==> src/inc/pgrr_params.svh <==
// constants for the power-good and register-reset block
`ifndef PGRR_PARAMS_SVH
`define PGRR_PARAMS_SVH

// -----------------------------------------------------------------------------
// rails and widths
// -----------------------------------------------------------------------------
`define PGRR_NUM_RAILS      6
`define PGRR_NUM_FAULTS     12
`define PGRR_VCODE_W        7
`define PGRR_DISCH_W        2

// -----------------------------------------------------------------------------
// reset values
// -----------------------------------------------------------------------------
`define PGRR_VCODE_RST      7'h00
`define PGRR_DISCH_RST      2'h1
`define PGRR_PWM_RST        4'h0
`define PGRR_MASK_RST       12'h000

// -----------------------------------------------------------------------------
// rail indices and configuration codes
// -----------------------------------------------------------------------------
`define PGRR_R1             0
`define PGRR_R2             1
`define PGRR_R3             2
`define PGRR_R4             3
`define PGRR_R5             4
`define PGRR_R6             5
`define PGRR_MEM_LP         1'b1

`endif

==> src/inc/pgrr_pkg.sv <==
// types for the power-good and register-reset block
package pgrr_pkg;

    // -------------------------------------------------------------------------
    // sequencer states
    // -------------------------------------------------------------------------
    typedef enum logic [2:0]
    {
        PGRR_OFF    = 3'b001,
        PGRR_RESUME = 3'b010,
        PGRR_ACTIVE = 3'b100
    } pgrr_state_e;

endpackage

==> src/hdl/pgrr_sync.sv <==
// two-stage synchroniser bank
module pgrr_sync
#(
    parameter int WIDTH = 1
)
(
    input  wire logic             I_CLK,
    input  wire logic             I_RESET,
    input  wire logic [WIDTH-1:0] i_async,
    output logic      [WIDTH-1:0] o_sync
);

    logic [WIDTH-1:0] meta_ff;

    // -------------------------------------------------------------------------
    // capture
    // -------------------------------------------------------------------------
    // parent reads only the second stage; the first may be metastable
    always_ff @(posedge I_CLK or posedge I_RESET)
    begin
        if (I_RESET)
        begin
            meta_ff <= '0;
            o_sync  <= '0;
        end
        else
        begin
            meta_ff <= i_async;
            o_sync  <= meta_ff;
        end
    end

endmodule // pgrr_sync

==> src/hdl/pgrr_top.sv <==
// power-good qualification and global register reset logic
// -----------------------------------------------------------------------------
// Overview of operation
// RULE_01 - enabling a rail disconnects its discharge resistor without host action
// RULE_02 - each rail's discharge value is selectable by control register bits
// RULE_03 - resume good needs lockout clear, enable, thermal high, rails one, four, five
// RULE_04 - platform ok needs all of above, both sleep inputs, all six rails
// RULE_05 - power-good outputs drop immediately on qualifier loss or fault
// RULE_06 - supply below lower threshold resets all registers
// RULE_07 - enable falling edge resets registers unless first ldo always on
// RULE_08 - thermal trip falling edge resets registers while resume good is high
// RULE_09 - unmasked rail power fault resets all registers
// RULE_10 - critical temperature shutdown resets all registers
// RULE_11 - host writing shutdown bit one forces shutdown and register reset
// RULE_12 - idle or s3 sleep falling edge resets rail one, two voltage codes
// RULE_13 - rails three to six have a forced pwm select bit
// RULE_14 - automatic mode is the default after reset
// RULE_15 - rails one and two always stay in automatic mode
// RULE_16 - load switch follows s4 for low-power memory, s3 otherwise
// RULE_17 - reset conditions ORed into one synchronous pulse after synchronised edges
// -----------------------------------------------------------------------------
`include "pgrr_params.svh"

module pgrr_top
#(
    parameter int NR = `PGRR_NUM_RAILS,
    parameter int NF = `PGRR_NUM_FAULTS,
    parameter int VW = `PGRR_VCODE_W,
    parameter int DW = `PGRR_DISCH_W
)
(
    input  wire logic             I_CLK,
    input  wire logic             I_RESET,
    input  wire logic             I_SUPPLY_LOCKOUT_CLEAR,
    input  wire logic             I_SUPPLY_BELOW_RESET,
    input  wire logic             I_CHIP_ENABLE_IN,
    input  wire logic             I_THERMAL_TRIP_N,
    input  wire logic             I_SLEEP_STATE_FOUR_N,
    input  wire logic             I_SLEEP_STATE_THREE_N,
    input  wire logic             I_LOW_POWER_IDLE_N,
    input  wire logic [NR-1:0]    I_RAIL_GOOD,
    input  wire logic [NF-1:0]    I_RAIL_FAULT,
    input  wire logic             I_CRIT_TEMP,
    input  wire logic             I_FIRST_LDO_ALWAYS_ON,
    input  wire logic             I_MEM_LOW_POWER,
    input  wire logic [NR-1:0]    I_RAIL_ENABLE,
    input  wire logic             I_CFG_WR,
    input  wire logic             I_CFG_SOFT_SHUTDOWN_BIT,
    input  wire logic [NF-1:0]    I_CFG_FAULT_MASK,
    input  wire logic [NR-1:0]    I_CFG_PWM_FORCE,
    input  wire logic [NR*DW-1:0] I_CFG_DISCHARGE_SEL,
    input  wire logic             I_CFG_VCODE_WR,
    input  wire logic [VW-1:0]    I_CFG_VCODE_ONE,
    input  wire logic [VW-1:0]    I_CFG_VCODE_TWO,
    output logic                  O_RESUME_RESET_GOOD_N,
    output logic                  O_PLATFORM_POWER_OK,
    output logic                  O_REG_RESET,
    output logic                  O_SOFT_SHUTDOWN,
    output logic [NR-1:0]         O_DISCHARGE_ON,
    output logic [NR*DW-1:0]      O_DISCHARGE_SEL,
    output logic [NR-1:0]         O_RAIL_PWM_FORCE,
    output logic [NF-1:0]         O_FAULT_MASK,
    output logic [VW-1:0]         O_VCODE_ONE,
    output logic [VW-1:0]         O_VCODE_TWO,
    output logic                  O_COMBINED_LOAD_SWITCH,
    output logic [2:0]            O_STATE
);

    localparam int SW = 11 + NR + NF;

    logic [SW-1:0]   raw_in;
    logic [SW-1:0]   syn;
    logic            lockout_clr;
    logic            below_rst;
    logic            chip_en;
    logic            therm_n;
    logic            s4_n;
    logic            s3_n;
    logic            idle_n;
    logic            crit_temp;
    logic            ldo_always;
    logic            mem_lp;
    logic [NR-1:0]   rail_good;
    logic [NF-1:0]   rail_fault;
    logic            chip_en_d_ff;
    logic            therm_n_d_ff;
    logic            s3_n_d_ff;
    logic            idle_n_d_ff;
    logic            nxt_resume;
    logic            nxt_pwrok;
    logic            any_fault;
    logic            reset_cond;
    logic            shutdown_req_ff;
    logic            reg_reset_ff;
    logic            vcode_reset;
    pgrr_pkg::pgrr_state_e state_ff;
    pgrr_pkg::pgrr_state_e nxt_state;

    // -------------------------------------------------------------------------
    // input synchronisers
    // -------------------------------------------------------------------------
    // config ports come from local logic and are not synchronised
    assign raw_in = {I_SUPPLY_LOCKOUT_CLEAR, I_SUPPLY_BELOW_RESET, I_CHIP_ENABLE_IN,
                     I_THERMAL_TRIP_N, I_SLEEP_STATE_FOUR_N, I_SLEEP_STATE_THREE_N,
                     I_LOW_POWER_IDLE_N, I_CRIT_TEMP, I_FIRST_LDO_ALWAYS_ON,
                     I_MEM_LOW_POWER, 1'b0, I_RAIL_GOOD, I_RAIL_FAULT};

    pgrr_sync #(.WIDTH(SW)) u_sync
    (
        .I_CLK     (I_CLK),
        .I_RESET   (I_RESET),
        .i_async   (raw_in),
        .o_sync    (syn)
    );

    assign lockout_clr = syn[SW-1];
    assign below_rst   = syn[SW-2];
    assign chip_en     = syn[SW-3];
    assign therm_n     = syn[SW-4];
    assign s4_n        = syn[SW-5];
    assign s3_n        = syn[SW-6];
    assign idle_n      = syn[SW-7];
    assign crit_temp   = syn[SW-8];
    assign ldo_always  = syn[SW-9];
    assign mem_lp      = syn[SW-10];
    assign rail_good   = syn[NF +: NR];
    assign rail_fault  = syn[NF-1:0];

    // -------------------------------------------------------------------------
    // edge detection
    // -------------------------------------------------------------------------
    always_ff @(posedge I_CLK or posedge I_RESET)
    begin
        if (I_RESET)
        begin
            chip_en_d_ff <= 1'b0;
            therm_n_d_ff <= 1'b0;
            s3_n_d_ff    <= 1'b0;
            idle_n_d_ff  <= 1'b0;
        end
        else
        begin
            chip_en_d_ff <= chip_en;
            therm_n_d_ff <= therm_n;
            s3_n_d_ff    <= s3_n;
            idle_n_d_ff  <= idle_n;
        end
    end

    function automatic logic fell(input logic prev, input logic cur);
        fell = prev & ~cur;
    endfunction

    // -------------------------------------------------------------------------
    // power good qualification
    // -------------------------------------------------------------------------
    assign any_fault = |(rail_fault & ~O_FAULT_MASK) | crit_temp | below_rst;

    always_comb
    begin
        nxt_resume = lockout_clr & chip_en & therm_n
                   & rail_good[`PGRR_R1] & rail_good[`PGRR_R4]
                   & rail_good[`PGRR_R5]
                   & ~any_fault & ~reset_cond;                      // RULE_03
        nxt_pwrok  = nxt_resume & s4_n & s3_n & (&rail_good);      // RULE_04
    end

    // no extra filtering: a lost qualifier drops the output next edge
    always_ff @(posedge I_CLK or posedge I_RESET)
    begin
        if (I_RESET)
        begin
            O_RESUME_RESET_GOOD_N <= 1'b0;
            O_PLATFORM_POWER_OK   <= 1'b0;
        end
        else
        begin
            O_RESUME_RESET_GOOD_N <= nxt_resume;                    // RULE_05
            O_PLATFORM_POWER_OK   <= nxt_pwrok;                     // RULE_05
        end
    end

    // -------------------------------------------------------------------------
    // sequencer state
    // -------------------------------------------------------------------------
    always_comb
    begin
        unique case (state_ff)
            pgrr_pkg::PGRR_OFF:    nxt_state = nxt_resume ? pgrr_pkg::PGRR_RESUME
                                                          : pgrr_pkg::PGRR_OFF;
            pgrr_pkg::PGRR_RESUME: nxt_state = !nxt_resume ? pgrr_pkg::PGRR_OFF
                                             : nxt_pwrok ? pgrr_pkg::PGRR_ACTIVE
                                                         : pgrr_pkg::PGRR_RESUME;
            pgrr_pkg::PGRR_ACTIVE: nxt_state = !nxt_resume ? pgrr_pkg::PGRR_OFF
                                             : !nxt_pwrok ? pgrr_pkg::PGRR_RESUME
                                                          : pgrr_pkg::PGRR_ACTIVE;
            default:               nxt_state = pgrr_pkg::PGRR_OFF;
        endcase
    end

    always_ff @(posedge I_CLK or posedge I_RESET)
    begin
        if (I_RESET)
            state_ff <= pgrr_pkg::PGRR_OFF;
        else
            state_ff <= nxt_state;
    end

    always_ff @(posedge I_CLK or posedge I_RESET)
    begin
        if (I_RESET)
            O_STATE <= pgrr_pkg::PGRR_OFF;
        else
            O_STATE <= nxt_state;
    end

    // -------------------------------------------------------------------------
    // register reset generation
    // -------------------------------------------------------------------------
    // shutdown request is a registered copy of the write strobe gated by the shutdown bit; it stays high as long as the write did, one cycle later
    always_ff @(posedge I_CLK or posedge I_RESET)
    begin
        if (I_RESET)
            shutdown_req_ff <= 1'b0;
        else
            shutdown_req_ff <= I_CFG_WR & I_CFG_SOFT_SHUTDOWN_BIT;  // RULE_11
    end

    always_comb
    begin
        reset_cond = below_rst                                       // RULE_06
                   | (fell(chip_en_d_ff, chip_en) & ~ldo_always)     // RULE_07
                   | (fell(therm_n_d_ff, therm_n)
                      & O_RESUME_RESET_GOOD_N)                       // RULE_08
                   | (|(rail_fault & ~O_FAULT_MASK))                 // RULE_09
                   | crit_temp                                       // RULE_10
                   | shutdown_req_ff;                                // RULE_11
    end

    always_ff @(posedge I_CLK or posedge I_RESET)
    begin
        if (I_RESET)
        begin
            reg_reset_ff    <= 1'b1;
            O_REG_RESET     <= 1'b1;
            O_SOFT_SHUTDOWN <= 1'b0;
        end
        else
        begin
            reg_reset_ff    <= reset_cond;                           // RULE_17
            O_REG_RESET     <= reset_cond;                           // RULE_17
            O_SOFT_SHUTDOWN <= shutdown_req_ff;                      // RULE_11
        end
    end

    // -------------------------------------------------------------------------
    // configuration registers
    // -------------------------------------------------------------------------
    // global reset beats a write landing on the same edge
    always_ff @(posedge I_CLK or posedge I_RESET)
    begin
        if (I_RESET)
        begin
            O_FAULT_MASK     <= `PGRR_MASK_RST;
            O_RAIL_PWM_FORCE <= {NR{1'b0}};
            O_DISCHARGE_SEL  <= {NR{`PGRR_DISCH_RST}};
        end
        else if (reg_reset_ff)
        begin
            O_FAULT_MASK     <= `PGRR_MASK_RST;                      // RULE_17
            O_RAIL_PWM_FORCE <= {NR{1'b0}};                          // RULE_14
            O_DISCHARGE_SEL  <= {NR{`PGRR_DISCH_RST}};
        end
        else if (I_CFG_WR)
        begin
            O_FAULT_MASK     <= I_CFG_FAULT_MASK;
            O_RAIL_PWM_FORCE <= {I_CFG_PWM_FORCE[NR-1:`PGRR_R3], 2'b00}; // RULE_13 RULE_15
            O_DISCHARGE_SEL  <= I_CFG_DISCHARGE_SEL;                 // RULE_02
        end
    end

    // -------------------------------------------------------------------------
    // voltage codes of rails one and two
    // -------------------------------------------------------------------------
    assign vcode_reset = reg_reset_ff | fell(idle_n_d_ff, idle_n)
                       | fell(s3_n_d_ff, s3_n);                      // RULE_12

    always_ff @(posedge I_CLK or posedge I_RESET)
    begin
        if (I_RESET)
        begin
            O_VCODE_ONE <= `PGRR_VCODE_RST;
            O_VCODE_TWO <= `PGRR_VCODE_RST;
        end
        else if (vcode_reset)
        begin
            O_VCODE_ONE <= `PGRR_VCODE_RST;                          // RULE_12
            O_VCODE_TWO <= `PGRR_VCODE_RST;
        end
        else if (I_CFG_VCODE_WR)
        begin
            O_VCODE_ONE <= I_CFG_VCODE_ONE;
            O_VCODE_TWO <= I_CFG_VCODE_TWO;
        end
    end

    // -------------------------------------------------------------------------
    // discharge and load switch
    // -------------------------------------------------------------------------
    always_ff @(posedge I_CLK or posedge I_RESET)
    begin
        if (I_RESET)
        begin
            O_DISCHARGE_ON         <= {NR{1'b1}};
            O_COMBINED_LOAD_SWITCH <= 1'b0;
        end
        else
        begin
            O_DISCHARGE_ON         <= ~I_RAIL_ENABLE;                // RULE_01
            O_COMBINED_LOAD_SWITCH <= (mem_lp == `PGRR_MEM_LP) ? s4_n : s3_n; // RULE_16
        end
    end

endmodule // pgrr_top

==> config.mk <==
export PLATFORM = sky130hd
export DESIGN_NAME = pgrr_top
export DESIGN_NICKNAME = d
export VERILOG_FILES = /design/src/inc/pgrr_pkg.sv /design/src/hdl/pgrr_sync.sv /design/src/hdl/pgrr_top.sv
export VERILOG_INCLUDE_DIRS = /design/src /design/src/inc
export SDC_FILE = /design/constraint.sdc
export NUM_CORES = 1
export LEC_CHECK = 0
export ABC_AREA = 1
export ABC_CLOCK_PERIOD_IN_PS = 9900
export BUFFER_PORTS_ARGS = -buffer_cell sky130_fd_sc_hd__buf_2
export CORE_UTILIZATION = 34
export CTS_CLUSTER_SIZE = 16
export DETAILED_ROUTE_END_ITERATION = 10
export GPL_ROUTABILITY_DRIVEN = 1
export GPL_TIMING_DRIVEN = 0
export PLACE_DENSITY_LB_ADDON = 0.1
export SYNTH_ARGS = -nofsm -noshare
export SYNTH_HDL_FRONTEND = slang
export SYNTH_SLANG_ARGS = --single-unit
==> constraint.sdc <==
create_clock -name I_CLK -period 9.9 [get_ports I_CLK]
set_clock_uncertainty 0.15 [all_clocks]
set_input_delay 1.485 -clock I_CLK [delete_from_list [all_inputs] [get_ports I_CLK]]
set_output_delay 1.485 -clock I_CLK [all_outputs]
set_load 0.05 [all_outputs]
==> metrics list, run 1 <==
* Result of the run: finished, final reports clean
* Number of vias after detailed routing: 2502
- The total overflow left after global routing is 0.
* Maximum resistive drop on vdd: 128 uV
- Type of element capturing the critical path: primary output
- Number of buffers inserted during clock tree synthesis: 17
* Ratio of final minimum period to clock period: 29.9%
- For this configuration, the core starts out at a cell density of 34.8%.
- Dividing total power by cell area gives a power density of 215 mW/mm^2.
* Largest buffer count on any clock path: 2
- The average instance in the mapped netlist occupies 13.0 sq um.
- The first global-routing pass estimated 11.4 mm of wire.
- By startpoint and endpoint, the worst setup path is classified as register to primary output.
- The core region is 0.0108 sq mm.
* Number of buffer and inverter instances along the worst setup path: 1
* Initial antenna violation count: 0
* CP Data Required Time: 8270 ps
- Synth Instances: 290
* Area added between synthesis and finish: 38.8%
- Highest attainable clock frequency: 338 MHz
- Once routing completed, OpenROAD measured the worst setup slack at 6940 ps.
- The synthesized netlist contains 24 unique library cells.
- In this design, the stage delay of the slowest critical-path cell is 560 ps.
- For the worst setup path, the data arrival time is 1320 ps.
* HPWL Detailed: 5.00 mm
- The path class of the tightest hold or removal check is register to register.
- Counting every sink on the clock net gives 117.
- Post-Place Worst Slack: 7200 ps
* Top library cells by usage in the layout, fill and taps aside: 142 x buf_2, 103 x dfrtp_1, 62 x nand2_1, 29 x inv_1
- Cell leakage power: 0.00268 uW
- Worst hold margin: 194 ps
- The via count of the first global-routing pass is 2394.
- After the last flow step, the layout net total stands at 530.
- The number of antenna diodes in the final layout is 0.
- Post-CTS setup repair buffer count: 0
* Crit-path cells: buf_2
* Max Fanout on Critical Path: 4
* Total standard cell area after synthesis: 0.00377 sq mm
- Period minus WS final: 2960 ps
- Broken down by cell family, the worst path's largest delay share belongs to flip-flops.
* 1st-pass router iterations: 4
- After detailed routing, the number of vias per cell comes to 4.17.
- Final setup fails: 0
* Post-synth top area cell: dfrtp_1
* Die Y: 107 microns
- For this design, the slowest cell found on the critical path is dfstp_2.
- Horizontal die dimension: 107 microns
* Portion of synthesized cell area occupied by the leading cell type: 68.3%
- The die covers 0.0115 sq mm.
- Sequential elements use 78.0% of the synthesized area.
- Unrepaired setup endpoints after global routing: no
- Cell row count: 38
* Final number of hold-violating endpoints: 0
* Number of cells upsized or downsized after cts: 0
- Leaving out fill and tap cells, the most frequent cell in the layout is buf_2.
- Clock insertion delay at the later pin of the skew report: 500 ps
- Entering global routing, the biggest net connects 78 pins.
- Remaining routing DRC violations: 0
- Clk Tree Root Cell: clkbuf_8
- TritonCTS built the clock tree.
- For this block, the routed nets add up to 7.15 mm of wire.
* Number of storage elements in the synthesis netlist: 117
- The detailed router finished its first iteration with 121 violations.
- Max-Cap Viols: 0
- Number of nets with antenna violations after detailed routing: 0
- Share of cells above drive strength 1: 41.7%
- During placement, the flow inserted port buffers numbering 136.
- Final-layout setup total negative slack: 0 ps
* Number of slew-limit violations in the final report: 0
- Hold repair after CTS inserted 0 buffers.
* Total Power: 1130 uW
- Post-detailed-route wirelength per cell: 11.9 microns
- CTS built an H-tree with a depth of 4.
- Routability-driven placement finished with a final weighted congestion of 0.721.
* Top cells by area, synth: dfrtp_1 68%, dfstp_2 9.7%, nand2_1 6.2%
- The Yosys step of the flow raised 0 warnings.
- STA classifies the critical path startpoint as a register.
* Total GRT Usage: 13.4%
* Worst-path clk slew: 50 ps
- IO Pins: 141
[kinds of logic after synthesis]
group | after synthesis | share of synthesized area, %
DFF | 117 | 78.0
AOI/OAI and AO/OA | 47 | 7.82
buffers and inverters | 41 | 4.47
other | 1 | 0.0993
and+or+nand+nor | 84 | 9.58
[area by class of cell]
type	instances	area (sq um)
flip-flops and latches	117	2950
plain buffers	9	48.8
well taps	140	175
fillers	1039	5600
repair buffers	137	708
inverters	32	125
clock inverters	9	128
multi-input cells	133	664
clock buffers	23	447
[power by group]
part	switching, uW	internal, uW
Clock	197	388
Combinational	27.1	16.7
Sequential	3.80	494
[layer usage]
metal / track usage, % / share of wire, % / vias up
li1: - / - / 1240
met1: 16.0 / 43 / 1164
met2: 21.0 / 48 / 87
met3: 5.33 / 7.2 / 11
met4: 6.46 / 1.6 / 0
met5: 0 / 0 / -
[flip-flops by register name (all words and copies together), names as in the netlist, 3 cells and up]
name	flops
O_FAULT_MASK	12
O_DISCHARGE_SEL	12
O_RAIL_PWM_FORCE	4
O_DISCHARGE_ON	6
u_sync.o_sync	28
O_STATE	3
O_VCODE_TWO	7
O_VCODE_ONE	7
u_sync.meta_ff	28
[synth_stat cells]
master and count:
clkbuf_1 1, inv_1 30, nand3_1 4, a21oi_1 16, inv_2 2, o22a_1 6, nand4_1 3, nor2_4 1
dfrtp_1 103, nor3_1 2, o21ai_1 2, nand4_2 1, nand2_1 62, conb_1 1, dfstp_2 14, buf_2 6
nand3b_1 2, and2_1 1, o21ai_0 13, nor2_1 6, nand2_2 1, and3_1 1, buf_4 2, a22o_1 10
[per-stage QoR]
stage | area (sq um) | instances | utilization [%]
2_1_floorplan | 3780 | 291 | -
3_3_place_gp | 4630 | 567 | 42.8
3_5_place_dp | 4670 | 568 | 43.1
4_1_cts | 5240 | 600 | 48.3
5_1_grt | 5240 | 600 | 48.3
6_report | 5240 | 600 | 48.3
[worst paths after layout]
kind,start,end,slack (ps),depth (start not counted)
min in group asynchronous,I_RESET,O_VCODE_ONE[3],830,2
worst max register to register,reg_reset_ff,O_FAULT_MASK[3],8280,4
worst min-delay path,u_sync.meta_ff[12],u_sync.o_sync[12],190,0
worst max-delay path,reg_reset_ff,O_REG_RESET,6940,1
max in group asynchronous,I_RESET,O_DISCHARGE_SEL[0],8040,3
worst min register to register,u_sync.meta_ff[12],u_sync.o_sync[12],190,0
Note: power is estimated with default switching activity, not from simulation.
==> run 2: changes to the inputs <==
ABC_CLOCK_PERIOD_IN_PS = 2700   (was 9900)
clock period = 2.7 ns   (was 9.9 ns; I/O delays follow)
==> metrics list, run 2 (synthesized netlist as in run 1, its figures left out) <==
* Regs by FF count: u_sync.meta_ff: 28 flops, u_sync.o_sync: 28 flops
- STA classifies the critical path startpoint as a register.
- IO Pins: 141
- Initial antenna violation count: 0
* Hold crit path type: primary input to register
- Violations in the final reports: design-rule violations
- For this design, the sink count on the clock tree is 117.
- The number of clock buffers added by TritonCTS is 17.
* Largest incremental delay on the critical path: 560 ps
- The number of hold violations in the final report came to 0.
* Post-Place Worst Slack: 1060 ps
* Largest buffer count on any clock path: 2
- Setup repair after global routing left no endpoint under its margin.
* Number of nets with antenna violations after detailed routing: 0
- The critical path goes through buf_2.
- At the worst endpoint, the required time is 2140 ps.
- 1st-pass router iterations: 9
- The count of buffers added on input and output ports is 136.
- Diode count: 0
- After detailed routing, the number of remaining DRC violations is 1.
* Type of element capturing the critical path: primary output
* Final-layout setup total negative slack: 0 ps
- Die Footprint: 0.0115 sq mm
- The internal power of the cells totals 3280 uW.
- Switching pwr: 866 uW
* Net switching fraction of the power: 20.9%
- Clk Tree Root Cell: clkbuf_8
* Worst-path clk slew: 60 ps
- Result of the run: complete, but fails checks
- Post-detailed-route wirelength per cell: 12.0 microns
- The largest individual stage delay along the critical path comes from the cell dfstp_2.
- After floorplanning, the core was divided into 38 placement rows.
* Number of slew-limit violations in the final report: 0
- Logic gate share of total power: 6.2%
* Post-CTS setup repair buffer count: 0
* Nets@finish: 611
* Highest attainable clock frequency: 532 MHz
* Die Y: 107 microns
- Area added between synthesis and finish: 60.1%
- WS Path Type: register to primary output
* Dominant delay contributor by cell family on the critical path: flip-flops
* Power share of the clock group: 49.8%
- Sequential cells burn 44.0% of the power.
- The region available for standard cell placement spans 0.0108 sq mm.
* Number of cells upsized or downsized after cts: 0
* Clock H-tree levels: 4
* Horizontal die dimension: 107 microns
- Final setup fails: 0
- Dividing the detail-routed via count by the number of cells gives 4.21.
- The clock period could shrink to 1880 ps.
- Pwr dens: 687 mW/mm^2
* TritonCTS clock tree: done
- Number of vias after detailed routing: 2868
- In this run, the number of DRC markers left after iteration 0 of detailed routing was 136.
* Remaining Overflow, GRT: 0
- The post-route netlist has 35.9% of its cells at a drive strength greater than 1.
- First-pass GRT wire length: 13.1 mm
* Data arrival, critical path: 1320 ps
- At the later pin of the worst-skew pair, clock insertion delay measures 510 ps.
* Total GRT Usage: 15.4%
- Max-Cap Viols: 0
- Across the VDD grid, the largest voltage drop is 395 uV.
- After detailed routing, the total wire length is 8.14 mm.
- Once detailed placement completed, the half-perimeter wirelength came to 5.37 mm.
* Cell leakage power: 0.00301 uW
- Leaving out fill and tap cells, the most frequent cells in the layout are 142 x buf_2, 103 x dfrtp_1, 79 x dlygate4sd3_1, 62 x nand2_1, 29 x inv_1.
- Pin count of the biggest net entering global routing: 42
* Initial Util: 34.8%
- Max Fanout on Critical Path: 4
- Ratio of final minimum period to clock period: 69.6%
- Setup slack closes at 821 ps.
- The number of buffers and inverters on the critical path is 1.
- RD Place Congestion: 0.698
- The via count of the first global-routing pass is 2885.
- Leaving out fill and tap cells, the most frequent cell in the layout is buf_2.
run 2: metal layers:
layer / up-vias / track usage [%] / wire, microns
met5: - / 0 / 0
met4: 0 / 8.81 / 135
met3: 11 / 4.72 / 450
met2: 94 / 25.9 / 4160
met1: 1357 / 17.4 / 3400
li1: 1406 / - / -
run 2: worst min-delay path, cell delays in order:
cell     delay (ps)
buf_2           130
nand2_1          60
a21oi_1          60
run 2: power groups by stage:
stage | Combinational (uW) | Clock [uW] | Sequential, uW
after floorplan | 56.5 | 0 | 1880
after global placement | 158 | 0 | 1860
after detailed placement | 171 | 0 | 1860
final | 257 | 2070 | 1830
after CTS | 260 | 2130 | 1830
after global routing | 283 | 2210 | 1830
run 2: metrics by stage:
stage	util, %	power, uW	cell area, sq um	cells	hold slack (ps)
2_1_floorplan	-	1930	3780	291	181
3_3_place_gp	42.8	2010	4640	567	182
3_5_place_dp	43.3	2030	4700	570	185
4_1_cts	55.8	4220	6040	681	10.6
5_1_grt	55.8	4320	6040	681	26.9
6_report	55.8	4150	6040	681	38.6
run 2: path summary, 6_finish.rpt:
path                                    from            endpoint  slack [ps]  cells after the start
min reg2reg                u_sync.meta_ff[9]    u_sync.o_sync[9]         190                      0
max in group asynchronous            I_RESET  O_DISCHARGE_SEL[0]        1290                      5
max                             reg_reset_ff         O_REG_RESET         820                      1
min in group asynchronous            I_RESET  u_sync.meta_ff[10]         320                      3
max reg2reg                     reg_reset_ff     O_FAULT_MASK[6]        1100                      4
min                           I_CFG_VCODE_WR      O_VCODE_ONE[4]          40                      3
run 2: area by class of cell:
class	instances	area, sq um
tap	140	175
buffer	9	48.8
multi-input combinational	133	664
fill	964	4800
clock buffer	23	447
clock inverter	9	109
inverter	32	124
timing repair buffer	218	1530
sequential	117	2950
run 2: repair_timing:
item	CTS	global route
hold endpoints to repair	91	0
hold buffers	79	0
endpoints found under the setup margin	0	0
==> run 3: changes to the inputs <==
ABC_AREA = 0   (was 1)
ABC_CLOCK_PERIOD_IN_PS = 1700   (was 2700)
clock period = 1.7 ns   (was 2.7 ns; I/O delays follow)
==> metrics list, run 3 <==
* Commonest register cell after synthesis: dfrtp_1
- After technology mapping, the gate count stands at 267.
* Portion of synthesized cell area occupied by the leading cell type: 65.1%
* Top cell types by occurrence after synthesis: 103 x dfrtp_1, 37 x nor2_1, 36 x mux2i_1
- Hold crit path type: primary input to register
- The routed design has 8.21 mm of wire.
- The HPWL after detailed placement is 5.39 mm.
- Pin count of the biggest net entering global routing: 40
- On the critical path the largest part of the delay comes from simple AND/OR/NAND/NOR gates.
- In this run the cell area measured after placement is 0.00488 sq mm.
- Most frequent standard cell in the layout excluding fill and tap cells: buf_2
* Number of buffer and inverter instances along the worst setup path: 0
* CP Data Required Time: 1870 ps
* Number of global-route vias before repair: 2689
- Die Y: 110 microns
- The slowest stage of the critical path is the or3b_1 cell.
* Cell row count: 39
- The initial antenna violation count came to 0.
- Of all cell types, the one taking the most synthesized area is dfrtp_1.
- Clk Tree Root Cell: clkbuf_16
- After detailed routing, the number of remaining DRC violations is 0.
* Final setup fails: 0
- CP Launch Point: u_sync.o_sync[1]
* RD Place Congestion: 0.663
- Area of all placed cells without fillers: 0.00634 sq mm
- Across every metal layer, demand over resource in global routing totals 14.2%.
- Horizontal die dimension: 110 microns
* Result of the run: finished, final reports clean
- Diode count: 0
- Post-detailed-route wirelength per cell: 12.4 microns
* Number of distinct library cell variants in the gate-level netlist after synthesis: 32
* Ratio of final minimum period to clock period: 98.5%
* Post-DR vias/cell: 4.22
- Reg-to-reg setup timing slack: 30 ps
* Worst hold margin: 98.9 ps
- In this run the critical register-to-register path is captured at O_STATE[0].
* Top cells by area, synth: dfrtp_1 65%, dfstp_2 9.3%, mux2i_1 9.1%
- Input and output buffers added on the ports amount to 134.
* Number of nets with antenna violations after detailed routing: 0
- Of the cells placed in the final design, the portion with a size suffix greater than 1 is 38.5%.
- In the final layout, the multi-input gates occupy 915 sq um.
* Unrepaired setup endpoints after global routing: yes
- Summing every instance area after synthesis gives 0.00396 sq mm.
- Nets@finish: 587
- By instance count, the leading cell after synthesis is dfrtp_1.
- TritonCTS built the clock tree.
* Max Fanout on Critical Path: 6
- In this run, synthesis inferred 0 flip-flops with an integrated enable.
- Number of cells traversed by the worst register-to-register path: 4
- Final number of hold-violating endpoints: 0
- TritonCTS Sinks: 117
- Regs by FF count: u_sync.meta_ff: 28 flops, u_sync.o_sync: 28 flops
- Kind of start point of the critical path: register
* FFs w/ async S/R, synth: 100%
- For this run, the top clock speed supported by timing is 597 MHz.
- The first detailed-routing pass ran for 4 iterations.
* Data arrival, critical path: 1850 ps
- The critical path ends at O_STATE[0].
- IO Pins: 141
- The largest single stage delay on the critical path is 390 ps.
* Die Footprint: 0.0121 sq mm
- In this run the number of cells on the critical path is 4.
- In this run the static leakage power is 0.00312 uW.
* Number of inserted filler cells in the final layout: 976
- For this configuration, the core starts out at a cell density of 34.8%.
- The worst register-to-register path begins at u_sync.o_sync[1].
* Type of element capturing the critical path: register
- The first global-routing pass estimated 12.5 mm of wire.
- VDD sags by at most 578 uV.
* Period minus WS final: 1670 ps
* Slew @ Worst Pin: 710 ps
- The longest clock path from root to sink contains 2 buffers.
- Clock-pin slew was measured on the worst setup and hold paths at 50 ps.
- Initial DRC count: 65
- Top library cells by usage in the layout, fill and taps aside: 138 x buf_2, 103 x dfrtp_1, 78 x dlygate4sd3_1, 37 x nor2_1, 36 x mux2i_1
- Pwr dens: 1150 mW/mm^2
* Remaining Overflow, GRT: 0
- The Yosys step of the flow raised 0 warnings.
* Area added between synthesis and finish: 60.1%
* Number of storage elements in the synthesis netlist: 117
- Clock insertion delay at the later pin of the skew report: 410 ps
- Max-Cap Viols: 0
- The average instance in the mapped netlist occupies 14.8 sq um.
- Crit-path cells: nor2b_1, a2111oi_4, nand3_2, or3b_1
* Max-slew headroom: 52.6%
- Clock H-tree levels: 4
- Number of slew-limit violations in the final report: 0
- Sequential cell area fraction in the yosys report: 74.4%
- Total area of sequential cells: 0.00295 sq mm
- The total area inside the core boundary comes to 0.0114 sq mm.
- The routed layout has 2788 vias.
* WS Path Type: register to register
- TritonCTS created 17 clock buffers.
-- run 3: cell type report --
class | count | share of cell area [%]
flip-flops and latches | 117 | 46.5
repair buffers | 217 | 24.2
multi-input cells | 127 | 14.4
clock buffers | 24 | 7.60
well taps | 143 | 2.82
clock inverters | 8 | 2.70
plain buffers | 12 | 0.987
inverters | 12 | 0.770
-- run 3: cell families (layout without fill, tap and decap cells) --
group | after synthesis | after routing | share of synthesized area, %
multiplexers | 36 | 36 | 9.10
buffers and inverters | 24 | 273 | 2.62
AND/OR/NAND/NOR | 71 | 71 | 8.94
XOR/XNOR | 2 | 2 | 0.442
AO/OA/AOI/OAI | 16 | 16 | 4.42
flip-flops | 117 | 117 | 74.4
other | 1 | 2 | 0.0947
-- run 3: worst register-to-register path: cells and delay by family (launching register included) --
| kind | cells | cell delay (ps) |
|---|---|---|
| compound gates | 1 | 350 |
| flops | 1 | 340 |
| simple gates | 3 | 740 |
-- run 3: where the power goes --
group / leakage, uW / switching (uW) / internal, uW
Sequential: 0.00144 / 22.6 / 2880
Clock: 0.000315 / 1170 / 2720
Combinational: 0.00136 / 214 / 260
-- run 3: how the worst min path moves through the flow --
stage                             startpoint                   to  depth (start not counted)
after CTS                           I_CFG_WR   O_DISCHARGE_SEL[8]                          3
after global routing                I_CFG_WR   O_DISCHARGE_SEL[4]                          3
after floorplan             I_RAIL_ENABLE[0]    O_DISCHARGE_ON[0]                          1
final                               I_CFG_WR  O_DISCHARGE_SEL[10]                          3
after detailed placement   u_sync.meta_ff[1]     u_sync.o_sync[1]                          0
after global placement    u_sync.meta_ff[11]    u_sync.o_sync[11]                          0
-- run 3: through the flow --
step / power [uW] / utilization (%) / instances / setup WS, ps / setup TNS (ps)
2_1_floorplan: 3130 / - / 268 / -191 / -12740
3_3_place_gp: 3260 / 42.4 / 545 / -901 / -100460
3_5_place_dp: 3290 / 43.0 / 548 / -160 / -2740
4_1_cts: 7370 / 55.7 / 659 / 6.92 / 0
5_1_grt: 7540 / 55.8 / 660 / -74.0 / -120
6_report: 7260 / 55.8 / 660 / 25.1 / 0
-- run 3: routing by layer --
metal	wire [microns]	vias up	GRT usage, %	share of wire (%)
met3	536	14	6.28	6.5
met2	4080	87	23.0	50
met1	3480	1333	16.2	42
met4	110	0	6.29	1.3
met5	0	-	0	0
li1	-	1354	-	-
-- run 3: repair_timing --
action / in CTS / in global routing
buffers inserted: 1 / 1
hold buffers: 78 / 0
pin swaps: 5 / 1
hold endpoints to repair: 99 / 0
resized for setup: 1 / 4
setup endpoints to repair: 21 / 22
